===== config.mk =====
export PLATFORM = sky130hd
export DESIGN_NAME = uwt_uart
export DESIGN_NICKNAME = d
export VERILOG_FILES = /design/src/verilog/uwt_pkg.sv /design/src/verilog/uwt_uart.sv
export SDC_FILE = /design/constraint.sdc
export NUM_CORES = 1
export LEC_CHECK = 0
export CORE_MARGIN = 10
export CORE_UTILIZATION = 55
export CTS_CLUSTER_DIAMETER = 60
export CTS_CLUSTER_SIZE = 25
export DETAILED_ROUTE_END_ITERATION = 6
export DONT_BUFFER_PORTS = 1
export GPL_TIMING_DRIVEN = 0
export PLACE_DENSITY = 0.78
export REMOVE_ABC_BUFFERS = 1
export SYNTH_ARGS = -nofsm -noshare
export SYNTH_HDL_FRONTEND = slang
export SYNTH_HIERARCHICAL = 1
export SYNTH_SLANG_ARGS = --single-unit

===== constraint.sdc =====
create_clock -name core_clk_i -period 8 [get_ports core_clk_i]
set_input_delay 1.2 -clock core_clk_i [delete_from_list [all_inputs] [get_ports core_clk_i]]
set_output_delay 1.2 -clock core_clk_i [all_outputs]
set_load 0.01 [all_outputs]

===== src/verilog/uwt_pkg.sv =====
// uart package constants, register layout and the baud counter module
`timescale 1ns/1ps
package uwt_pkg;
  // byte offsets on the register bus
  localparam logic [4:0] UWT_OFS_CTRL   = 5'h00;
  localparam logic [4:0] UWT_OFS_DATA   = 5'h04;
  localparam logic [4:0] UWT_OFS_TCTRL  = 5'h08;
  localparam logic [4:0] UWT_OFS_RELOAD = 5'h0c;
  localparam logic [4:0] UWT_OFS_TLOW   = 5'h10;
  localparam logic [4:0] UWT_OFS_STAT   = 5'h14;
  // reset values
  localparam logic [7:0] UWT_CTRL_RST   = 8'h00;
  localparam logic [4:0] UWT_TCTRL_RST  = 5'h00;
  localparam logic [7:0] UWT_RELOAD_RST = 8'h00;
  // prescaler: one counter of 48 states gives /4, /12 and /48
  localparam logic [5:0] UWT_PRE_LAST   = 6'h2f;
  localparam logic [2:0] UWT_OSC_LAST   = 3'h7;
  localparam logic [2:0] UWT_DATA_LAST  = 3'h7;
  // timer clock source codes
  localparam logic [2:0] UWT_SEL_SYS    = 3'h0;
  localparam logic [2:0] UWT_SEL_DIV4   = 3'h1;
  localparam logic [2:0] UWT_SEL_DIV12  = 3'h2;
  localparam logic [2:0] UWT_SEL_DIV48  = 3'h3;
  localparam logic [2:0] UWT_SEL_OSC8   = 3'h4;
  localparam logic [2:0] UWT_SEL_EXT    = 3'h5;

  // serial_control_reg, bit 7 down to bit 0
  typedef struct packed {
    logic frame_mode_select;
    logic unused;
    logic multiproc_enable;
    logic rx_enable_bit;
    logic tx_ninth_bit;
    logic rx_ninth_bit;
    logic tx_done_flag;
    logic rx_done_flag;
  } uwt_ctrl_t;

  // timer control, bit 4 down to bit 0
  typedef struct packed {
    logic       irq_enable;
    logic [2:0] clk_sel;
    logic       run;
  } uwt_tctrl_t;
endpackage

// auto-reload 8-bit counter with divide-by-two baud tick
module uwt_baud_ctr
  import uwt_pkg::*;
#(
  parameter int CNT_W = 8
) (
  input  wire logic             core_clk_i,
  input  wire logic             rst_i,
  input  wire logic             run_i,
  input  wire logic             tick_i,
  input  wire logic [CNT_W-1:0] reload_i,
  input  wire logic             force_i,
  input  wire logic             load_i,
  input  wire logic [CNT_W-1:0] load_val_i,
  output logic      [CNT_W-1:0] count_o,
  output logic                  baud_o
);
  if (CNT_W != 8) begin : g_chk
    $error("uwt_baud_ctr: counter must be 8 bits");
  end

  logic [CNT_W-1:0] next_count;
  logic             half;
  logic             next_half;
  logic             next_baud;

  // overflow reloads; every second overflow is a baud tick
  always_comb begin
    next_count = count_o;
    next_half  = half;
    next_baud  = 1'b0;
    if (force_i) begin
      next_count = reload_i;
      next_half  = 1'b0;     // first overflow after a start lands mid-bit
    end else if (load_i) begin
      next_count = load_val_i;
    end else if (run_i && tick_i) begin
      if (&count_o) begin
        next_count = reload_i;
        next_half  = ~half;
        next_baud  = ~half;
      end else begin
        next_count = count_o + {{(CNT_W-1){1'b0}}, 1'b1};
      end
    end
  end

  always_ff @(posedge core_clk_i or posedge rst_i) begin
    if (rst_i) begin
      count_o <= '0;
      half    <= 1'b0;
      baud_o  <= 1'b0;
    end else begin
      count_o <= next_count;
      half    <= next_half;
      baud_o  <= next_baud;
    end
  end
endmodule // uwt_baud_ctr


===== src/verilog/uwt_uart.sv =====
// uart with timer baud generator, avalon-mm register slave
`timescale 1ns/1ps
module uwt_uart
  import uwt_pkg::*;
(
  input  wire logic        core_clk_i,
  input  wire logic        rst_i,
  input  wire logic [4:0]  avs_address_i,
  input  wire logic        avs_read_i,
  input  wire logic        avs_write_i,
  input  wire logic [31:0] avs_writedata_i,
  output logic      [31:0] avs_readdata_o,
  output logic             avs_waitrequest_o,
  input  wire logic        serial_rx_pin_i,
  output logic             serial_tx_pin_o,
  input  wire logic        ext_osc_i,
  input  wire logic        baud_timer_ext_input_i,
  output logic             irq_o
);
  typedef enum logic [2:0] {TX_IDLE, TX_WAIT, TX_START, TX_DATA, TX_NINTH, TX_STOP} uwt_tx_t;
  typedef enum logic [2:0] {RX_IDLE, RX_START, RX_DATA, RX_NINTH, RX_STOP} uwt_rx_t;

  uwt_ctrl_t  ctrl, next_ctrl;
  uwt_tctrl_t tctrl, next_tctrl;
  logic [7:0] baud_reload_value, next_reload;
  logic [7:0] serial_data_buffer, next_rbuf;
  logic [31:0] next_rdata;
  logic       next_wait, next_irq;
  logic       acc_wr;
  logic [5:0] pre_cnt, next_pre;
  logic [2:0] osc_cnt, next_osc_cnt;
  logic       rx_s1, rx_s2, rx_d;
  logic       osc_s1, osc_s2, osc_d;
  logic       ext_s1, ext_s2, ext_d;
  logic       timer_tick;
  logic [7:0] baud_timer_low_count, rx_count;
  logic       tx_baud, rx_baud, rx_force, tlow_load;
  uwt_tx_t    tx_state, next_tx_state;
  logic [7:0] tx_sh, next_tx_sh;
  logic [2:0] tx_cnt, next_tx_cnt;
  logic       tx_b9, next_tx_b9, next_tx_pin, tx_set, tx_go;
  uwt_rx_t    rx_state, next_rx_state;
  logic [7:0] rx_sh, next_rx_sh;
  logic [2:0] rx_cnt, next_rx_cnt;
  logic       rx_b9, next_rx_b9, rx_load, rx_chk;

  // register read mux; unmapped offsets read as zero
  function automatic logic [31:0] rd_mux(input logic [4:0] a);
    logic [31:0] d;
    d = 32'h0000_0000;
    if (a == UWT_OFS_CTRL) begin
      d[7:0] = ctrl;
    end else if (a == UWT_OFS_DATA) begin
      d[7:0] = serial_data_buffer;
    end else if (a == UWT_OFS_TCTRL) begin
      d[4:0] = tctrl;
    end else if (a == UWT_OFS_RELOAD) begin
      d[7:0] = baud_reload_value;
    end else if (a == UWT_OFS_TLOW) begin
      d[7:0] = baud_timer_low_count;
    end else if (a == UWT_OFS_STAT) begin
      d[1:0] = {rx_state != RX_IDLE, tx_state != TX_IDLE};
    end
    return d;
  endfunction

  // prescaler tick for the selected source: counter at 47 covers all three rates
  function automatic logic pre_tick(input logic [5:0] c, input logic [2:0] sel);
    logic t;
    t = 1'b0;
    if (sel == UWT_SEL_DIV4) begin
      t = (c[1:0] == 2'h3);
    end else if (sel == UWT_SEL_DIV12) begin
      t = (c == 6'h0b) || (c == 6'h17) || (c == 6'h23) || (c == UWT_PRE_LAST);
    end else if (sel == UWT_SEL_DIV48) begin
      t = (c == UWT_PRE_LAST);
    end
    return t;
  endfunction

  // bus: one wait cycle, then a single cycle with waitrequest low
  assign acc_wr = avs_write_i && !avs_waitrequest_o;
  always_comb begin
    next_wait  = !((avs_read_i || avs_write_i) && avs_waitrequest_o);
    next_rdata = avs_readdata_o;
    if (avs_read_i && avs_waitrequest_o) begin
      next_rdata = rd_mux(avs_address_i);
    end
  end

  always_ff @(posedge core_clk_i or posedge rst_i) begin
    if (rst_i) begin
      avs_waitrequest_o <= 1'b1;
      avs_readdata_o    <= 32'h0000_0000;
    end else begin
      avs_waitrequest_o <= next_wait;
      avs_readdata_o    <= next_rdata;
    end
  end

  // software registers; hardware sets are applied last so a set beats a clear
  assign tlow_load = acc_wr && (avs_address_i == UWT_OFS_TLOW);
  assign tx_go     = acc_wr && (avs_address_i == UWT_OFS_DATA) && (tx_state == TX_IDLE);
  always_comb begin
    next_ctrl   = ctrl;
    next_tctrl  = tctrl;
    next_reload = baud_reload_value;
    next_rbuf   = serial_data_buffer; // only the receiver writes it
    if (acc_wr && avs_address_i == UWT_OFS_CTRL) begin
      next_ctrl        = avs_writedata_i[7:0];
      next_ctrl.unused = 1'b0;
    end else if (acc_wr && avs_address_i == UWT_OFS_TCTRL) begin
      next_tctrl = avs_writedata_i[4:0];
    end else if (acc_wr && avs_address_i == UWT_OFS_RELOAD) begin
      next_reload = avs_writedata_i[7:0];
    end
    if (tx_set) begin
      next_ctrl.tx_done_flag = 1'b1;
    end
    if (rx_load) begin
      next_ctrl.rx_done_flag = 1'b1;
      next_ctrl.rx_ninth_bit = rx_chk;
      next_rbuf              = rx_sh;
    end
    next_irq = tctrl.irq_enable && (ctrl.tx_done_flag || ctrl.rx_done_flag);
  end

  always_ff @(posedge core_clk_i or posedge rst_i) begin
    if (rst_i) begin
      ctrl               <= UWT_CTRL_RST;
      tctrl              <= UWT_TCTRL_RST;
      baud_reload_value  <= UWT_RELOAD_RST;
      serial_data_buffer <= 8'h00;
      irq_o              <= 1'b0;
    end else begin
      ctrl               <= next_ctrl;
      tctrl              <= next_tctrl;
      baud_reload_value  <= next_reload;
      serial_data_buffer <= next_rbuf;
      irq_o              <= next_irq;
    end
  end

  // pin synchronisers and timer clock prescaler
  always_comb begin
    next_pre     = (pre_cnt == UWT_PRE_LAST) ? 6'h00 : pre_cnt + 6'h01;
    next_osc_cnt = (osc_s2 && !osc_d) ? osc_cnt + 3'h1 : osc_cnt;
    timer_tick   = pre_tick(pre_cnt, tctrl.clk_sel);
    if (tctrl.clk_sel == UWT_SEL_SYS) begin
      timer_tick = 1'b1;
    end else if (tctrl.clk_sel == UWT_SEL_OSC8) begin
      timer_tick = osc_s2 && !osc_d && (osc_cnt == UWT_OSC_LAST);
    end else if (tctrl.clk_sel == UWT_SEL_EXT) begin
      timer_tick = ext_s2 && !ext_d;
    end
  end

  always_ff @(posedge core_clk_i or posedge rst_i) begin
    if (rst_i) begin
      pre_cnt <= 6'h00;
      osc_cnt <= 3'h0;
      {rx_s1, rx_s2, rx_d}    <= 3'b111;
      {osc_s1, osc_s2, osc_d} <= 3'b000;
      {ext_s1, ext_s2, ext_d} <= 3'b000;
    end else begin
      pre_cnt <= next_pre;
      osc_cnt <= next_osc_cnt;
      {rx_s1, rx_s2, rx_d}    <= {serial_rx_pin_i, rx_s1, rx_s2};
      {osc_s1, osc_s2, osc_d} <= {ext_osc_i, osc_s1, osc_s2};
      {ext_s1, ext_s2, ext_d} <= {baud_timer_ext_input_i, ext_s1, ext_s2};
    end
  end

  // visible tx counter and hidden rx duplicate share run and reload
  uwt_baud_ctr #(.CNT_W(8)) u_tx_ctr (
    .core_clk_i (core_clk_i),
    .rst_i      (rst_i),
    .run_i      (tctrl.run),
    .tick_i     (timer_tick),
    .reload_i   (baud_reload_value),
    .force_i    (1'b0),
    .load_i     (tlow_load),
    .load_val_i (avs_writedata_i[7:0]),
    .count_o    (baud_timer_low_count),
    .baud_o     (tx_baud)
  );

  uwt_baud_ctr #(.CNT_W(8)) u_rx_ctr (
    .core_clk_i (core_clk_i),
    .rst_i      (rst_i),
    .run_i      (tctrl.run),
    .tick_i     (timer_tick),
    .reload_i   (baud_reload_value),
    .force_i    (rx_force),
    .load_i     (1'b0),
    .load_val_i (8'h00),
    .count_o    (rx_count),
    .baud_o     (rx_baud)
  );

  // transmitter; a data write while busy is dropped
  always_comb begin
    next_tx_state = tx_state;
    next_tx_sh    = tx_sh;
    next_tx_cnt   = tx_cnt;
    next_tx_b9    = tx_b9;
    next_tx_pin   = serial_tx_pin_o;
    tx_set        = 1'b0;
    case (tx_state)
      TX_IDLE: begin
        if (tx_go) begin
          next_tx_sh    = avs_writedata_i[7:0];
          next_tx_b9    = ctrl.tx_ninth_bit;
          next_tx_state = TX_WAIT;
        end
      end
      TX_WAIT: begin
        if (tx_baud) begin
          next_tx_pin   = 1'b0;
          next_tx_state = TX_START;
        end
      end
      TX_START: begin
        if (tx_baud) begin
          next_tx_pin   = tx_sh[0];
          next_tx_cnt   = 3'h0;
          next_tx_state = TX_DATA;
        end
      end
      TX_DATA: begin
        if (tx_baud) begin
          if (tx_cnt == UWT_DATA_LAST) begin
            if (ctrl.frame_mode_select) begin
              next_tx_pin   = tx_b9;
              next_tx_state = TX_NINTH;
            end else begin
              next_tx_pin   = 1'b1;
              tx_set        = 1'b1;
              next_tx_state = TX_STOP;
            end
          end else begin
            next_tx_sh  = {1'b0, tx_sh[7:1]};
            next_tx_pin = tx_sh[1];
            next_tx_cnt = tx_cnt + 3'h1;
          end
        end
      end
      TX_NINTH: begin
        if (tx_baud) begin
          next_tx_pin   = 1'b1;
          tx_set        = 1'b1;
          next_tx_state = TX_STOP;
        end
      end
      default: begin
        if (tx_baud) begin
          next_tx_state = TX_IDLE;
        end
      end
    endcase
  end

  always_ff @(posedge core_clk_i or posedge rst_i) begin
    if (rst_i) begin
      tx_state        <= TX_IDLE;
      tx_sh           <= 8'h00;
      tx_cnt          <= 3'h0;
      tx_b9           <= 1'b0;
      serial_tx_pin_o <= 1'b1;
    end else begin
      tx_state        <= next_tx_state;
      tx_sh           <= next_tx_sh;
      tx_cnt          <= next_tx_cnt;
      tx_b9           <= next_tx_b9;
      serial_tx_pin_o <= next_tx_pin;
    end
  end

  // receiver; shifter is separate from the read buffer so a frame may overlap
  assign rx_force = (rx_state == RX_IDLE) && ctrl.rx_enable_bit && rx_d && !rx_s2;
  assign rx_chk   = ctrl.frame_mode_select ? rx_b9 : rx_s2;
  always_comb begin
    next_rx_state = rx_state;
    next_rx_sh    = rx_sh;
    next_rx_cnt   = rx_cnt;
    next_rx_b9    = rx_b9;
    rx_load       = 1'b0;
    case (rx_state)
      RX_IDLE: begin
        if (rx_force) begin
          next_rx_state = RX_START;
        end
      end
      RX_START: begin
        if (rx_baud) begin
          next_rx_cnt   = 3'h0;
          next_rx_state = rx_s2 ? RX_IDLE : RX_DATA; // false start is dropped
        end
      end
      RX_DATA: begin
        if (rx_baud) begin
          next_rx_sh  = {rx_s2, rx_sh[7:1]};
          next_rx_cnt = rx_cnt + 3'h1;
          if (rx_cnt == UWT_DATA_LAST) begin
            next_rx_state = ctrl.frame_mode_select ? RX_NINTH : RX_STOP;
          end
        end
      end
      RX_NINTH: begin
        if (rx_baud) begin
          next_rx_b9    = rx_s2;
          next_rx_state = RX_STOP;
        end
      end
      default: begin
        if (rx_baud) begin
          rx_load       = !ctrl.rx_done_flag && (!ctrl.multiproc_enable || rx_chk);
          next_rx_state = RX_IDLE;
        end
      end
    endcase
  end

  always_ff @(posedge core_clk_i or posedge rst_i) begin
    if (rst_i) begin
      rx_state <= RX_IDLE;
      rx_sh    <= 8'h00;
      rx_cnt   <= 3'h0;
      rx_b9    <= 1'b0;
    end else begin
      rx_state <= next_rx_state;
      rx_sh    <= next_rx_sh;
      rx_cnt   <= next_rx_cnt;
      rx_b9    <= next_rx_b9;
    end
  end
endmodule // uwt_uart


Word level (Yosys, flattened, before mapping):

Index checks and enable logic that the tools add are counted.

* input port bits: 44
* word-level logic and storage cells: 229
* output and inout port bits: 35
* bits in registers: 107

* equal/unequal tests: 37
* add/subtract/negate cells: 6
* reduce and logical (&&, ||, !) cells: 64
* mux-type cells: 76
* bitwise operators: 5

Operators by type and width (number)
* 8-bit 2-to-1 mux: 12
* 3-bit 2-to-1 mux: 19
* 1-bit 2-to-1 mux: 32
* 2-bit nonzero test: 10
* 3-bit by 2-bit == test with 1-bit output (second input constant): 6
* 3-bit == test (second input constant): 6
* 1-bit logical AND: 18
* 8-bit by 1-bit adder with 8-bit output (second input constant): 2
* 8-bit one-hot mux with 2 select lines: 1
* 8-bit AND reduction: 2
* 3-bit one-hot mux with 5 select lines: 1
* 2-bit by 1-bit inequality test with 1-bit output (second input constant): 7
* 6-bit == test (second input constant): 2
* 6-bit 2-to-1 mux: 2
* 3-bit one-hot mux with 2 select lines: 2
* 3-bit one-hot mux with 4 select lines: 1
* 5-bit by 4-bit == test with 1-bit output (second input constant): 2
* 5-bit == test (second input constant): 2
* 2-bit inequality test (second input constant): 5
* 10-bit AND reduction: 1
* 2-bit AND reduction: 5
* 3-bit by 1-bit adder with 3-bit output (second input constant): 3
* 3-bit by 1-bit == test with 1-bit output (second input constant): 3
* 3-bit logical NOT: 3
* 21 further kinds: 41

Longest topological paths before layout:

Gate-level depths: netlist (run 1).

* depth after elaboration: 12
* depth in mapped cells: 9
* gate-level depth less buffers: 9

Modules after synthesis:

Netlist (run 1), hierarchy kept.

Modules (own cells, without submodules)
* uwt_uart: seq. area each 2183.3 um^2, cells an instance 401, area an instance 4416.7 um^2, instances 1
* uwt_baud_ctr (u_tx_ctr): seq. area each 250.2 um^2, cells an instance 93, area an instance 803.3 um^2, instances 1
* uwt_baud_ctr (u_rx_ctr): seq. area each 250.2 um^2, cells an instance 87, area an instance 770.7 um^2, instances 1

Worst setup path before layout (run 1):

No wires, ideal clock.

* kind: in2reg
* start: in avs_address_i[2]
* end: reg u_tx_ctr.count_o[4]
* stages: 9
* arrival time: 2775 ps
* library setup time: 66 ps
* path buffers: 3
* required time: 7934 ps
* setup slack: 5159 ps
* path through: clkbuf_2 clkbuf_1 nor2_1 and3_1 buf_2 inv_1 nand3_1 nor4_1 a221o_1

* longest elaborated chain between the ends: 3
* elaborated cells on any way between the ends: 4
* those cells by class: eq/ne: 1; mux: 1; reduce/logical: 2

Ends and longest elaborated chain
* start, declared: line uwt_uart.sv:8 `input wire logic [4:0] avs_address_i,`
* 5-bit == test (*): line uwt_uart.sv:102 `assign tlow_load = acc_wr && (avs_address_i == UWT_OFS_TLOW);`
* 1-bit logical AND (*): line uwt_uart.sv:102
* net tlow_load: line uwt_uart.sv:37 `logic tx_baud, rx_baud, rx_force, tlow_load;`
* 8-bit 2-to-1 mux / 2-bit nonzero test (equally long branches)
* end signal, assigned: line uwt_pkg.sv:100 `count_o <= next_count;`
* end, declared: line uwt_pkg.sv:61 `output logic [CNT_W-1:0] count_o,`

Mark *: on every way through the listed nets, which the timed path passes. The rest lies on a longest branch.
A chain may end at the register's enable or synchronous reset.

Worst setup path in the final report (run 1):

* start: in avs_address_i[3]
* end: reg u_tx_ctr.count_o[4]

Same word-level chain as after synthesis.

==> impl_metrics.tcl, run 1 <==
set metrics [dict create \
    result_of_the_run "finished clean" \
    timing_hold_violations_final 0 \
    detailedPlacementHpwl_mm 10.1 \
    cp_data_arrival_time_ns 3.02 \
    drv_slew 0 \
    synthFlopType "sky130_fd_sc_hd__dfrtp_1" \
    critical_path_maximum_fanout 17 \
    net-switching-power_uw 395 \
    cts_htree_levels 3 \
    criticalPathCategory "primary input to register" \
    grt-busiest-layer "met2" \
    sw_frac_of_total 0.326 \
    p_total_mw 1.21 \
    timing.max_slew.rel_slack 0.477 \
    yosys_warnings 6 \
    synth_area_leader_cell "sky130_fd_sc_hd__dfrtp_1" \
    num_antenna_cells 0 \
    routed-via-count 4456 \
    worstMarginPinSlew_ns 0.780 \
    netlist.area_leader.share 0.426 \
    ys_async_sr_fraction 1.00 \
    grt_start_max_net_pins 48 \
    die_area_sq_um 15500 \
    setup_viol 0 \
    cap_viol_max_count 0 \
    netlist_area_sq_um 5990 \
    powerDensity_nw_per_um2 196 \
    wl_mm 13.9 \
    global_route.usage.met3 0.0511 \
    die_w_um 124 \
    cts.path.max_buffers 2 \
    ys_top_cells_by_area "sky130_fd_sc_hd__dfrtp_1 (43%), sky130_fd_sc_hd__mux2_2 (8.5%), sky130_fd_sc_hd__buf_4 (3.5%), sky130_fd_sc_hd__o21ai_0 (2.9%), sky130_fd_sc_hd__nand2_1 (2.6%)" \
    clock_tree_from_tritoncts "done" \
    syn_inst 581 \
    first_iter_violations 431 \
    grt_first_pass_wirelength_mm 22.5 \
    post_cts_resize_count 0 \
    internal_power_uw 818 \
    hold_slack_ns 0.354 \
    start_util 0.558 \
    use_met1 0.218 \
    antenna_found_initial 0 \
    synth_cell_types 87 \
    synthMostInstantiatedCell "sky130_fd_sc_hd__dfrtp_1" \
    ioPinCount 79 \
    vias_in_the_first_global_route 4238 \
    place_area_sq_um 5990 \
    combPwrFrac 0.173 \
    syn_to_final_growth_pct 3.03 \
    period_share 0.342 \
    postCtsSetupBuffers 0 \
    cp-start-kind "primary input" \
    track_usage 0.175 \
    fmaxAchievable_mhz 365 \
    die_height_um 124 \
    worstHoldPathType "register to register" \
    skew_ns 0.0181 \
    final_design_area_no_fill_sq_um 6170 \
    clkSlewWorstSetupHoldPaths_ns 0.10 \
    worst-endpoint-required_ns 8.28 \
    clockPowerShare 0.259 \
    wl_per_cell_um 19.2 \
    cellLeakagePower_nw 2.76 \
    clk_latency_ns 0.39 \
    post-route-min-period_ns 2.74 \
    unrepaired_setup_endpoints_after_global_routing "false" \
    design.final.nets 631 \
    synthesis.area_per_instance_sq_um 10.3 \
    synth.top_cells.by_count "sky130_fd_sc_hd__dfrtp_1 (102), sky130_fd_sc_hd__mux2_2 (45), sky130_fd_sc_hd__nand2_1 (42)" \
    clock_sink_count 107 \
    timing.setup.tns_ns 0 \
    post_cts_hold_buffer_count 0 \
    drc_errors 0 \
    number_of_buffers_added_by_the_clock_tree_synthesis_step 9 \
    synth-seq-area-share 0.448 \
    via_density 6.16 \
    layout.core_utilization 0.574 \
    vdd_ir_max_v 0.0000895 \
    synth.ff_latch_count 107 \
    met2_usage 0.279 \
    core_area_sq_um 10700 \
    gpl.final_weighted_congestion 0.919 \
    ratio_of_cells_with_drive_above_1_in_the_final_layout 0.161 \
    edff_count_synth 0 \
    crit_path_end_kind "register" \
    cts_root_buffer "sky130_fd_sc_hd__clkbuf_8" \
    postRouteAntennaNets 0 \
    port-buffer-count 0 \
    row_cnt 38 \
    grt.overflow.total 0 \
    first_pass_iters 5 \
    seq_power_share 0.568 \
]
==> through the flow <==
stage / std cells / worst slack (ns)
floorplan: 566 / 4.56
global placement: 706 / 3.70
detailed placement: 707 / 4.93
global route: 723 / 5.22
finish: 723 / 5.26
CTS: 723 / 5.35
==> worst max-delay path, cell delays in order <==
cell and delay (ns):
sky130_fd_sc_hd__nand2b_1 0.16, sky130_fd_sc_hd__nor2_1 0.21, sky130_fd_sc_hd__and3_1 0.48, sky130_fd_sc_hd__inv_1 0.24, sky130_fd_sc_hd__nand3_1 0.28, sky130_fd_sc_hd__nor4_1 0.10, sky130_fd_sc_hd__a221o_1 0.34
==> placed cells by master, fill, tap and decap left out, types with 6 or more instances in the layout <==
master and count:
sky130_fd_sc_hd__a21oi_1 22, sky130_fd_sc_hd__nor2_1 25, sky130_fd_sc_hd__dfrtp_1 102, sky130_fd_sc_hd__o21ai_0 35, sky130_fd_sc_hd__a21o_1 6, sky130_fd_sc_hd__clkbuf_8 10, sky130_fd_sc_hd__nand2b_1 9, sky130_fd_sc_hd__mux2i_1 8
sky130_fd_sc_hd__nand2_1 42, sky130_fd_sc_hd__nand4_1 7, sky130_fd_sc_hd__o31ai_1 6, sky130_fd_sc_hd__nor3_1 10, sky130_fd_sc_hd__and3_1 7, sky130_fd_sc_hd__o21ai_1 6, sky130_fd_sc_hd__inv_1 23, sky130_fd_sc_hd__nand3_1 12
sky130_fd_sc_hd__o22ai_1 7, sky130_fd_sc_hd__a31oi_1 6, sky130_fd_sc_hd__mux2_2 45, sky130_fd_sc_hd__conb_1 39, sky130_fd_sc_hd__nor2b_1 10, sky130_fd_sc_hd__ha_1 9, sky130_fd_sc_hd__a211oi_1 7
==> kinds of logic after synthesis <==
group | synth area share
simple gates | 0.149
other cells | 0.000626
mux | 0.105
compound gates | 0.188
flops | 0.448
fa+ha+maj | 0.0188
buf+inv | 0.0756
xor+xnor | 0.0146
==> metal layers <==
layer / share of wire / wire length, um
met1: 0.41 / 5710
met5: 0 / 0
met4: 0.022 / 305
met3: 0.082 / 1140
met2: 0.48 / 6700
==> area by class of cell <==
| cell class | count | area [sq um] |
|---|---|---|
| inverter | 25 | 110 |
| clock inverter | 5 | 37.5 |
| timing repair buffer | 1 | 27.5 |
| fill | 927 | 4570 |
| tap | 140 | 175 |
| sequential | 107 | 2680 |
| multi-input combinational | 434 | 3000 |
| clock buffer | 11 | 141 |
==> worst paths after layout <==
path                                   from                  end  slack (ns)  cells past startpoint
max                        avs_address_i[3]  u_tx_ctr/count_o[4]        5.26                      7
min                                  osc_s1               osc_s2        0.35                      0
max reg2reg                      pre_cnt[3]  u_rx_ctr/count_o[6]        5.53                      8
min reg2reg                          osc_s1               osc_s2        0.35                      0
max in group asynchronous             rst_i      serial_tx_pin_o        6.62                      2
min in group asynchronous             rst_i      u_rx_ctr/baud_o        0.67                      1
==> state kept, by name, summed over array words and instances, names as in the netlist, 5 cells and up <==
name and cells:
tx_sh 8, tctrl 5, ctrl 7, rx_sh 8, u_rx_ctr/count_o 8, u_tx_ctr/count_o 8, baud_reload_value 8, avs_readdata_o 8
pre_cnt 6, serial_data_buffer 8
==> power groups by stage <==
stage          Sequential [mW]  Combinational (mW)  Clock (mW)
3_3_place_gp             0.694               0.193           0
5_1_grt                  0.698               0.235       0.342
3_5_place_dp             0.697               0.206           0
6_report                 0.689               0.209       0.314
4_1_cts                  0.686               0.207       0.319
2_1_floorplan            0.667               0.167           0
No activity file was read; power rests on OpenSTA's default activity.
==> run 2, diff against run 1 <==
- PLACE_DENSITY: 0.78 -> 0.81
- clock period: 8 -> 2.25 ns (I/O delays scaled with it)
==> run 2 against run 1 <==
- global-route usage rose by 0.11 points
- core utilization rose by 2.5 points
- die area did not move
- clock power rose to 3.8 times the previous value
- combinational power rose to 4.0 times the previous value
- design area rose by 4.4%
- sequential power rose to 3.6 times the previous value
- count of clock-buffer cells in the layout fell by 1
- routed wire length rose by 2.5%
- first-iteration DRC count fell by 23%
- power rose to 3.7 times the previous value
- final cell count rose by 2.1%
- largest cell class unchanged
==> impl_metrics.tcl, run 2 (synthesis gave the netlist of run 1 again) <==
set metrics [dict create \
    port-buffer-count 0 \
    setup_viol 0 \
    pre_cts_setup_slack_ns -0.132 \
    die_area_sq_um 15500 \
    r2r_start "osc_cnt[1]" \
    net-switching-power_mw 1.43 \
    ioPinCount 79 \
    sw_frac_of_total 0.320 \
    gpl.final_weighted_congestion 0.885 \
    fmaxAchievable_mhz 457 \
    result_of_the_run "finished clean" \
    global_route.usage.met3 0.0515 \
    grt_first_pass_wirelength_mm 22.9 \
    drc_errors 0 \
    wl_mm 14.2 \
    worstMarginPinSlew_ns 0.758 \
    layout.cells.most_common "sky130_fd_sc_hd__dfrtp_1" \
    clock_tree_from_tritoncts "done" \
    final_critical_path_setup_slack_ns 0.0642 \
    p_total_mw 4.47 \
    wl_per_cell_um 19.2 \
    period_share 0.971 \
    first_pass_iters 6 \
    num_antenna_cells 0 \
    cts_htree_levels 3 \
    timing.max_slew.rel_slack 0.492 \
    timing.hold.worst_path_depth 1 \
    r2r_cells 9 \
    die_w_um 124 \
    combPwrFrac 0.186 \
    seq_power_share 0.551 \
    min-delay-start "avs_write_i" \
    design.final.nets 646 \
    postRouteAntennaNets 0 \
    first_iter_violations 334 \
    worstHoldPathType "primary input to register" \
    critical_path.n_buffers_inverters 0 \
    cpPeakStageDelay_ns 0.40 \
    cts.path.max_buffers 2 \
    grt.overflow.total 0 \
    post-route-min-period_ns 2.19 \
    cellLeakagePower_nw 2.86 \
    cpLargestDelayFamily "compound AO/OA/AOI/OAI gates" \
    start_util 0.558 \
    crit_path_end_kind "register" \
    timing.setup.tns_ns 0 \
    cp-start-kind "register" \
    cts_root_buffer "sky130_fd_sc_hd__clkbuf_8" \
    clkSlewWorstSetupHoldPaths_ns 0.11 \
    worst-endpoint-required_ns 2.53 \
    cap_viol_max_count 0 \
    track_usage 0.176 \
    critical_path_maximum_fanout 8 \
    via_density 6.13 \
    drv_slew 0 \
    r2r_slack_ns 0.06 \
    core_area_sq_um 10700 \
    row_cnt 38 \
    routed-via-count 4524 \
    ratio_of_cells_with_drive_above_1_in_the_final_layout 0.207 \
    vias_in_the_first_global_route 4432 \
    use_met1 0.210 \
    critical-path-slowest-cell "sky130_fd_sc_hd__dfrtp_1" \
    number_of_buffers_added_by_the_clock_tree_synthesis_step 9 \
    skew_ns 0.0175 \
    detailedPlacementHpwl_mm 10.2 \
    clockPowerShare 0.263 \
    grt-busiest-layer "met2" \
    die_height_um 124 \
    powerDensity_nw_per_um2 694 \
    cp_data_arrival_time_ns 2.47 \
    hold_crit_endpoint "avs_waitrequest_o" \
    crit_path_cell_trace "ha_2 -> ha_4 -> nand2_4 -> a31oi_4 -> a32o_2 -> and4b_1 -> nand4_2 -> nand2b_1 -> a221o_1" \
    internal_power_mw 3.04 \
    criticalPathCategory "register to register" \
    clk_latency_ns 0.39 \
    syn_to_final_growth_pct 7.52 \
    met2_usage 0.290 \
    clock_sink_count 107 \
    antenna_found_initial 0 \
    timing_hold_violations_final 0 \
    timing.rr.end "u_rx_ctr/count_o[5]" \
    final_cell_mix "sky130_fd_sc_hd__dfrtp_1 (100), sky130_fd_sc_hd__mux2_2 (45), sky130_fd_sc_hd__nand2_1 (41)" \
    grt_start_max_net_pins 56 \
    vdd_ir_max_v 0.000357 \
]
run 2: cell types whose count changed in the layout (fill, tap and decap cells not counted), moves of 2 or more:
cell,delta
sky130_fd_sc_hd__dfrtp_2,+2
sky130_fd_sc_hd__and3_1,-2
sky130_fd_sc_hd__ha_1,-3
sky130_fd_sc_hd__buf_4,+10
sky130_fd_sc_hd__ha_2,+2
sky130_fd_sc_hd__dfrtp_1,-2
sky130_fd_sc_hd__dlygate4sd3_1,+5
sky130_fd_sc_hd__a221oi_2,+2
sky130_fd_sc_hd__a221oi_1,-2
run 2: worst max-delay path by stage:
stage / endpoint / depth (start not counted) / slack [ns] / startpoint
global placement: rx_sh[0] / 1 / -1.15 / rst_i
finish: u_rx_ctr/count_o[5] / 9 / 0.06 / osc_cnt[1]
floorplan: avs_readdata_o[0] / 1 / -0.33 / rst_i
CTS: u_tx_ctr/half / 8 / 0.0005 / pre_cnt[3]
global route: u_tx_ctr/count_o[4] / 7 / -0.008 / pre_cnt[3]
detailed placement: u_tx_ctr/half / 8 / -0.13 / pre_cnt[3]
run 2: cell type report:
cell class,count,area (sq um)
Sequential cell,107,2690
Timing Repair Buffer,16,153
Inverter,25,110
Tap cell,140,175
Multi-Input combinational cell,434,3120
Clock buffer,10,128
Fill cell,884,4300
Clock inverter,6,65.1
run 2: per-stage QoR:
step	area, sq um	utilization	std cells	hold slack [ns]
2_1_floorplan	5790	-	566	0.178
6_report	6440	0.599	738	0.0153
4_1_cts	6250	0.582	728	0.00625
3_5_place_dp	5990	0.558	707	0.239
3_3_place_gp	5960	0.555	706	0.227
5_1_grt	6440	0.599	738	-0.00353
run 2: worst reg2reg max path, cell delays in order (launching register included):
cell and delay (ns):
sky130_fd_sc_hd__dfrtp_1 0.40, sky130_fd_sc_hd__ha_2 0.20, sky130_fd_sc_hd__ha_4 0.16, sky130_fd_sc_hd__nand2_4 0.07, sky130_fd_sc_hd__a31oi_4 0.09, sky130_fd_sc_hd__a32o_2 0.34
sky130_fd_sc_hd__and4b_1 0.26, sky130_fd_sc_hd__nand4_2 0.14, sky130_fd_sc_hd__nand2b_1 0.09, sky130_fd_sc_hd__a221o_1 0.33
run 2: routing by layer:
| metal | part of all wire | wire length, um |
|---|---|---|
| met2 | 0.49 | 7000 |
| met3 | 0.083 | 1170 |
| met4 | 0.027 | 388 |
| met1 | 0.40 | 5640 |
| met5 | 0 | 0 |
run 2: repair_timing:
action,in CTS,in global routing
pin swaps,0,9
endpoints found under the setup margin,14,12
buffers inserted,0,10
hold endpoints to repair,55,0
gates resized for setup,4,23
hold buffers,5,0
run 2: power groups by stage:
stage          Sequential (mW)  Combinational, mW  Clock, mW
4_1_cts                   2.45              0.745       1.20
3_3_place_gp              2.47              0.680          0
6_report                  2.46              0.831       1.18
2_1_floorplan             2.37              0.594          0
3_5_place_dp              2.48              0.728          0
5_1_grt                   2.50              0.919       1.29
==> run 3, diff against run 2 <==
- CAP_MARGIN: default -> 10
- CTS_BUF_LIST: default -> sky130_fd_sc_hd__clkbuf_8
- PLACE_DENSITY: 0.81 -> 0.78
- clock period: 2.25 -> 2.03 ns (I/O delays scaled with it)
==> run 3 against run 2 <==
- the flow now finishes with violations (setup timing)
- highest routed layer unchanged
- non-clock buffer count is the same
- combinational power grew 13%
- final cell count grew 0.14%
- critical path type unchanged
- design area grew 0.56%
- core utilization grew 0.34 points
- die area is the same
==> impl_metrics.tcl, run 3 (synthesis gave the netlist of run 1 again) <==
set metrics [dict create \
    result_of_the_run "complete, but fails checks" \
    violations "setup timing" \
    clock_sink_count 107 \
    vdd_ir_max_v 0.000355 \
    cp_data_arrival_time_ns 2.46 \
    syn_to_final_growth_pct 8.12 \
    fillCellCount 877 \
    worstMarginPinSlew_ns 0.785 \
    first_pass_iters 6 \
    wl_per_cell_um 19.2 \
    first_iter_violations 453 \
    grt_start_max_net_pins 48 \
    period_share 1.05 \
    vias_in_the_first_global_route 4296 \
    footprint_of_the_multi_input_gates_sq_um 3160 \
    number_of_buffers_added_by_the_clock_tree_synthesis_step 9 \
    crit_path_cell_trace "nor4b_2 -> a31oi_1 -> o21ai_1 -> a32o_2 -> buf_12 -> nand3_4 -> o21a_1 -> o31a_1 -> o21ai_2" \
    drv_slew 0 \
    final_critical_path_setup_slack_ns -0.111 \
    drc_errors 0 \
    layout.core_utilization 0.603 \
    skew_ns 0.0161 \
    cts_root_buffer "sky130_fd_sc_hd__clkbuf_8" \
    ratio_of_cells_with_drive_above_1_in_the_final_layout 0.220 \
    postRouteAntennaNets 0 \
    critical_path_maximum_fanout 5 \
    clkSlewWorstSetupHoldPaths_ns 0.11 \
    die_height_um 124 \
    cellLeakagePower_nw 2.83 \
    num_antenna_cells 0 \
    wl_mm 14.2 \
    layout.cells.most_common "sky130_fd_sc_hd__dfrtp_1" \
    detailedPlacementHpwl_mm 10.1 \
    routed-via-count 4558 \
    clk_latency_ns 0.39 \
    critical-path-slowest-cell "sky130_fd_sc_hd__dfrtp_2" \
    track_usage 0.177 \
    post-route-min-period_ns 2.14 \
    pre_cts_setup_slack_ns -0.360 \
    cp-start-kind "register" \
    finish.cell_count_without_fillers 739 \
    crit_path_end_kind "register" \
    placed_cells_incl_taps 707 \
    start_util 0.558 \
    grt_first_pass_wirelength_mm 22.7 \
    die_area_sq_um 15500 \
    setup_viol 9 \
    cts_htree_levels 3 \
    unrepaired_setup_endpoints_after_global_routing "true" \
    timing_hold_violations_final 0 \
    port-buffer-count 0 \
    cts.path.max_buffers 2 \
    clock_tree_from_tritoncts "done" \
    cpPeakStageDelay_ns 0.46 \
    via_density 6.17 \
    worst-endpoint-required_ns 2.35 \
    design.final.nets 647 \
    antenna_found_initial 0 \
    powerDensity_nw_per_um2 757 \
    register_cell_area_after_layout_sq_um 2690 \
    ioPinCount 79 \
    final_cell_mix "sky130_fd_sc_hd__dfrtp_1 (100), sky130_fd_sc_hd__mux2_2 (45), sky130_fd_sc_hd__nand2_1 (40)" \
    criticalPathCategory "register to register" \
    cap_viol_max_count 0 \
    gpl.final_weighted_congestion 0.919 \
    grt.overflow.total 0 \
    worstHoldPathType "primary input to register" \
    fmaxAchievable_mhz 467 \
    timing.max_slew.rel_slack 0.474 \
    core_area_sq_um 10700 \
    timing.setup.tns_ns -0.452 \
    row_cnt 38 \
    die_w_um 124 \
]
## run 3: cell count changes in the layout (fill, tap and decap cells not counted), sizes merged
cell and change:
clkinv -2, inv +2, a21oi +1, bufinv -1, clkinvlp +1
## run 3: worst paths after layout
kind / start / end / slack (ns) / cells past startpoint
setup / recovery: pre_cnt[3] / u_rx_ctr/count_o[6] / -0.11 / 9
hold / removal: avs_write_i / avs_waitrequest_o / 0.02 / 1
setup reg to reg: pre_cnt[3] / u_rx_ctr/count_o[6] / -0.11 / 9
hold reg to reg: osc_s1 / osc_s2 / 0.35 / 0
max in group asynchronous: rst_i / serial_tx_pin_o / 0.88 / 3
min in group asynchronous: rst_i / u_rx_ctr/baud_o / 0.44 / 2
## run 3: final cells by class
type	instances	share of cell area
flip-flops and latches	107	0.415
clock buffers	10	0.0212
well taps	140	0.0270
clock inverters	6	0.00637
inverters	25	0.0170
repair buffers	16	0.0261
multi-input cells	435	0.488
## run 3: critical path, delay by kind of cell (launching register included)
kind | cells | cell delay (ns)
flops | 1 | 0.46
simple gates | 2 | 0.37
buf+inv | 1 | 0.15
compound gates | 6 | 1.07
## run 3: power breakdown
group          internal (mW)  switching [mW]  leakage (nW)
sequential              2.36           0.371          1.39
clock                  0.482           0.748        0.0905
combinational          0.441           0.497          1.36
total                   3.28            1.62          2.83
## run 3: layer usage
layer	share of wire	GRT usage	up-vias	wire length (um)
met5	0	0	-	0
met4	0.026	0.0754	0	362
met3	0.080	0.0528	31	1140
met2	0.49	0.285	188	6960
met1	0.40	0.214	2242	5710
li1	-	-	2097	-
## run 3: what timing repair did
item | 4_1_cts | 5_1_grt
pin swaps | 12 | 10
hold endpoints to repair | 63 | 0
hold buffers | 5 | 0
gates resized for setup | 21 | 15
buffers inserted | 5 | 5
setup endpoints to repair | 21 | 26
cloned | 0 | 1
## run 3: stage by stage
stage	hold slack, ns	area, sq um	total power, mW
2_1_floorplan	0.145	5790	3.29
3_3_place_gp	0.202	5960	3.49
3_5_place_dp	0.213	5990	3.56
4_1_cts	0.00870	6350	4.85
5_1_grt	0.00783	6480	5.16
6_report	0.0245	6480	4.90
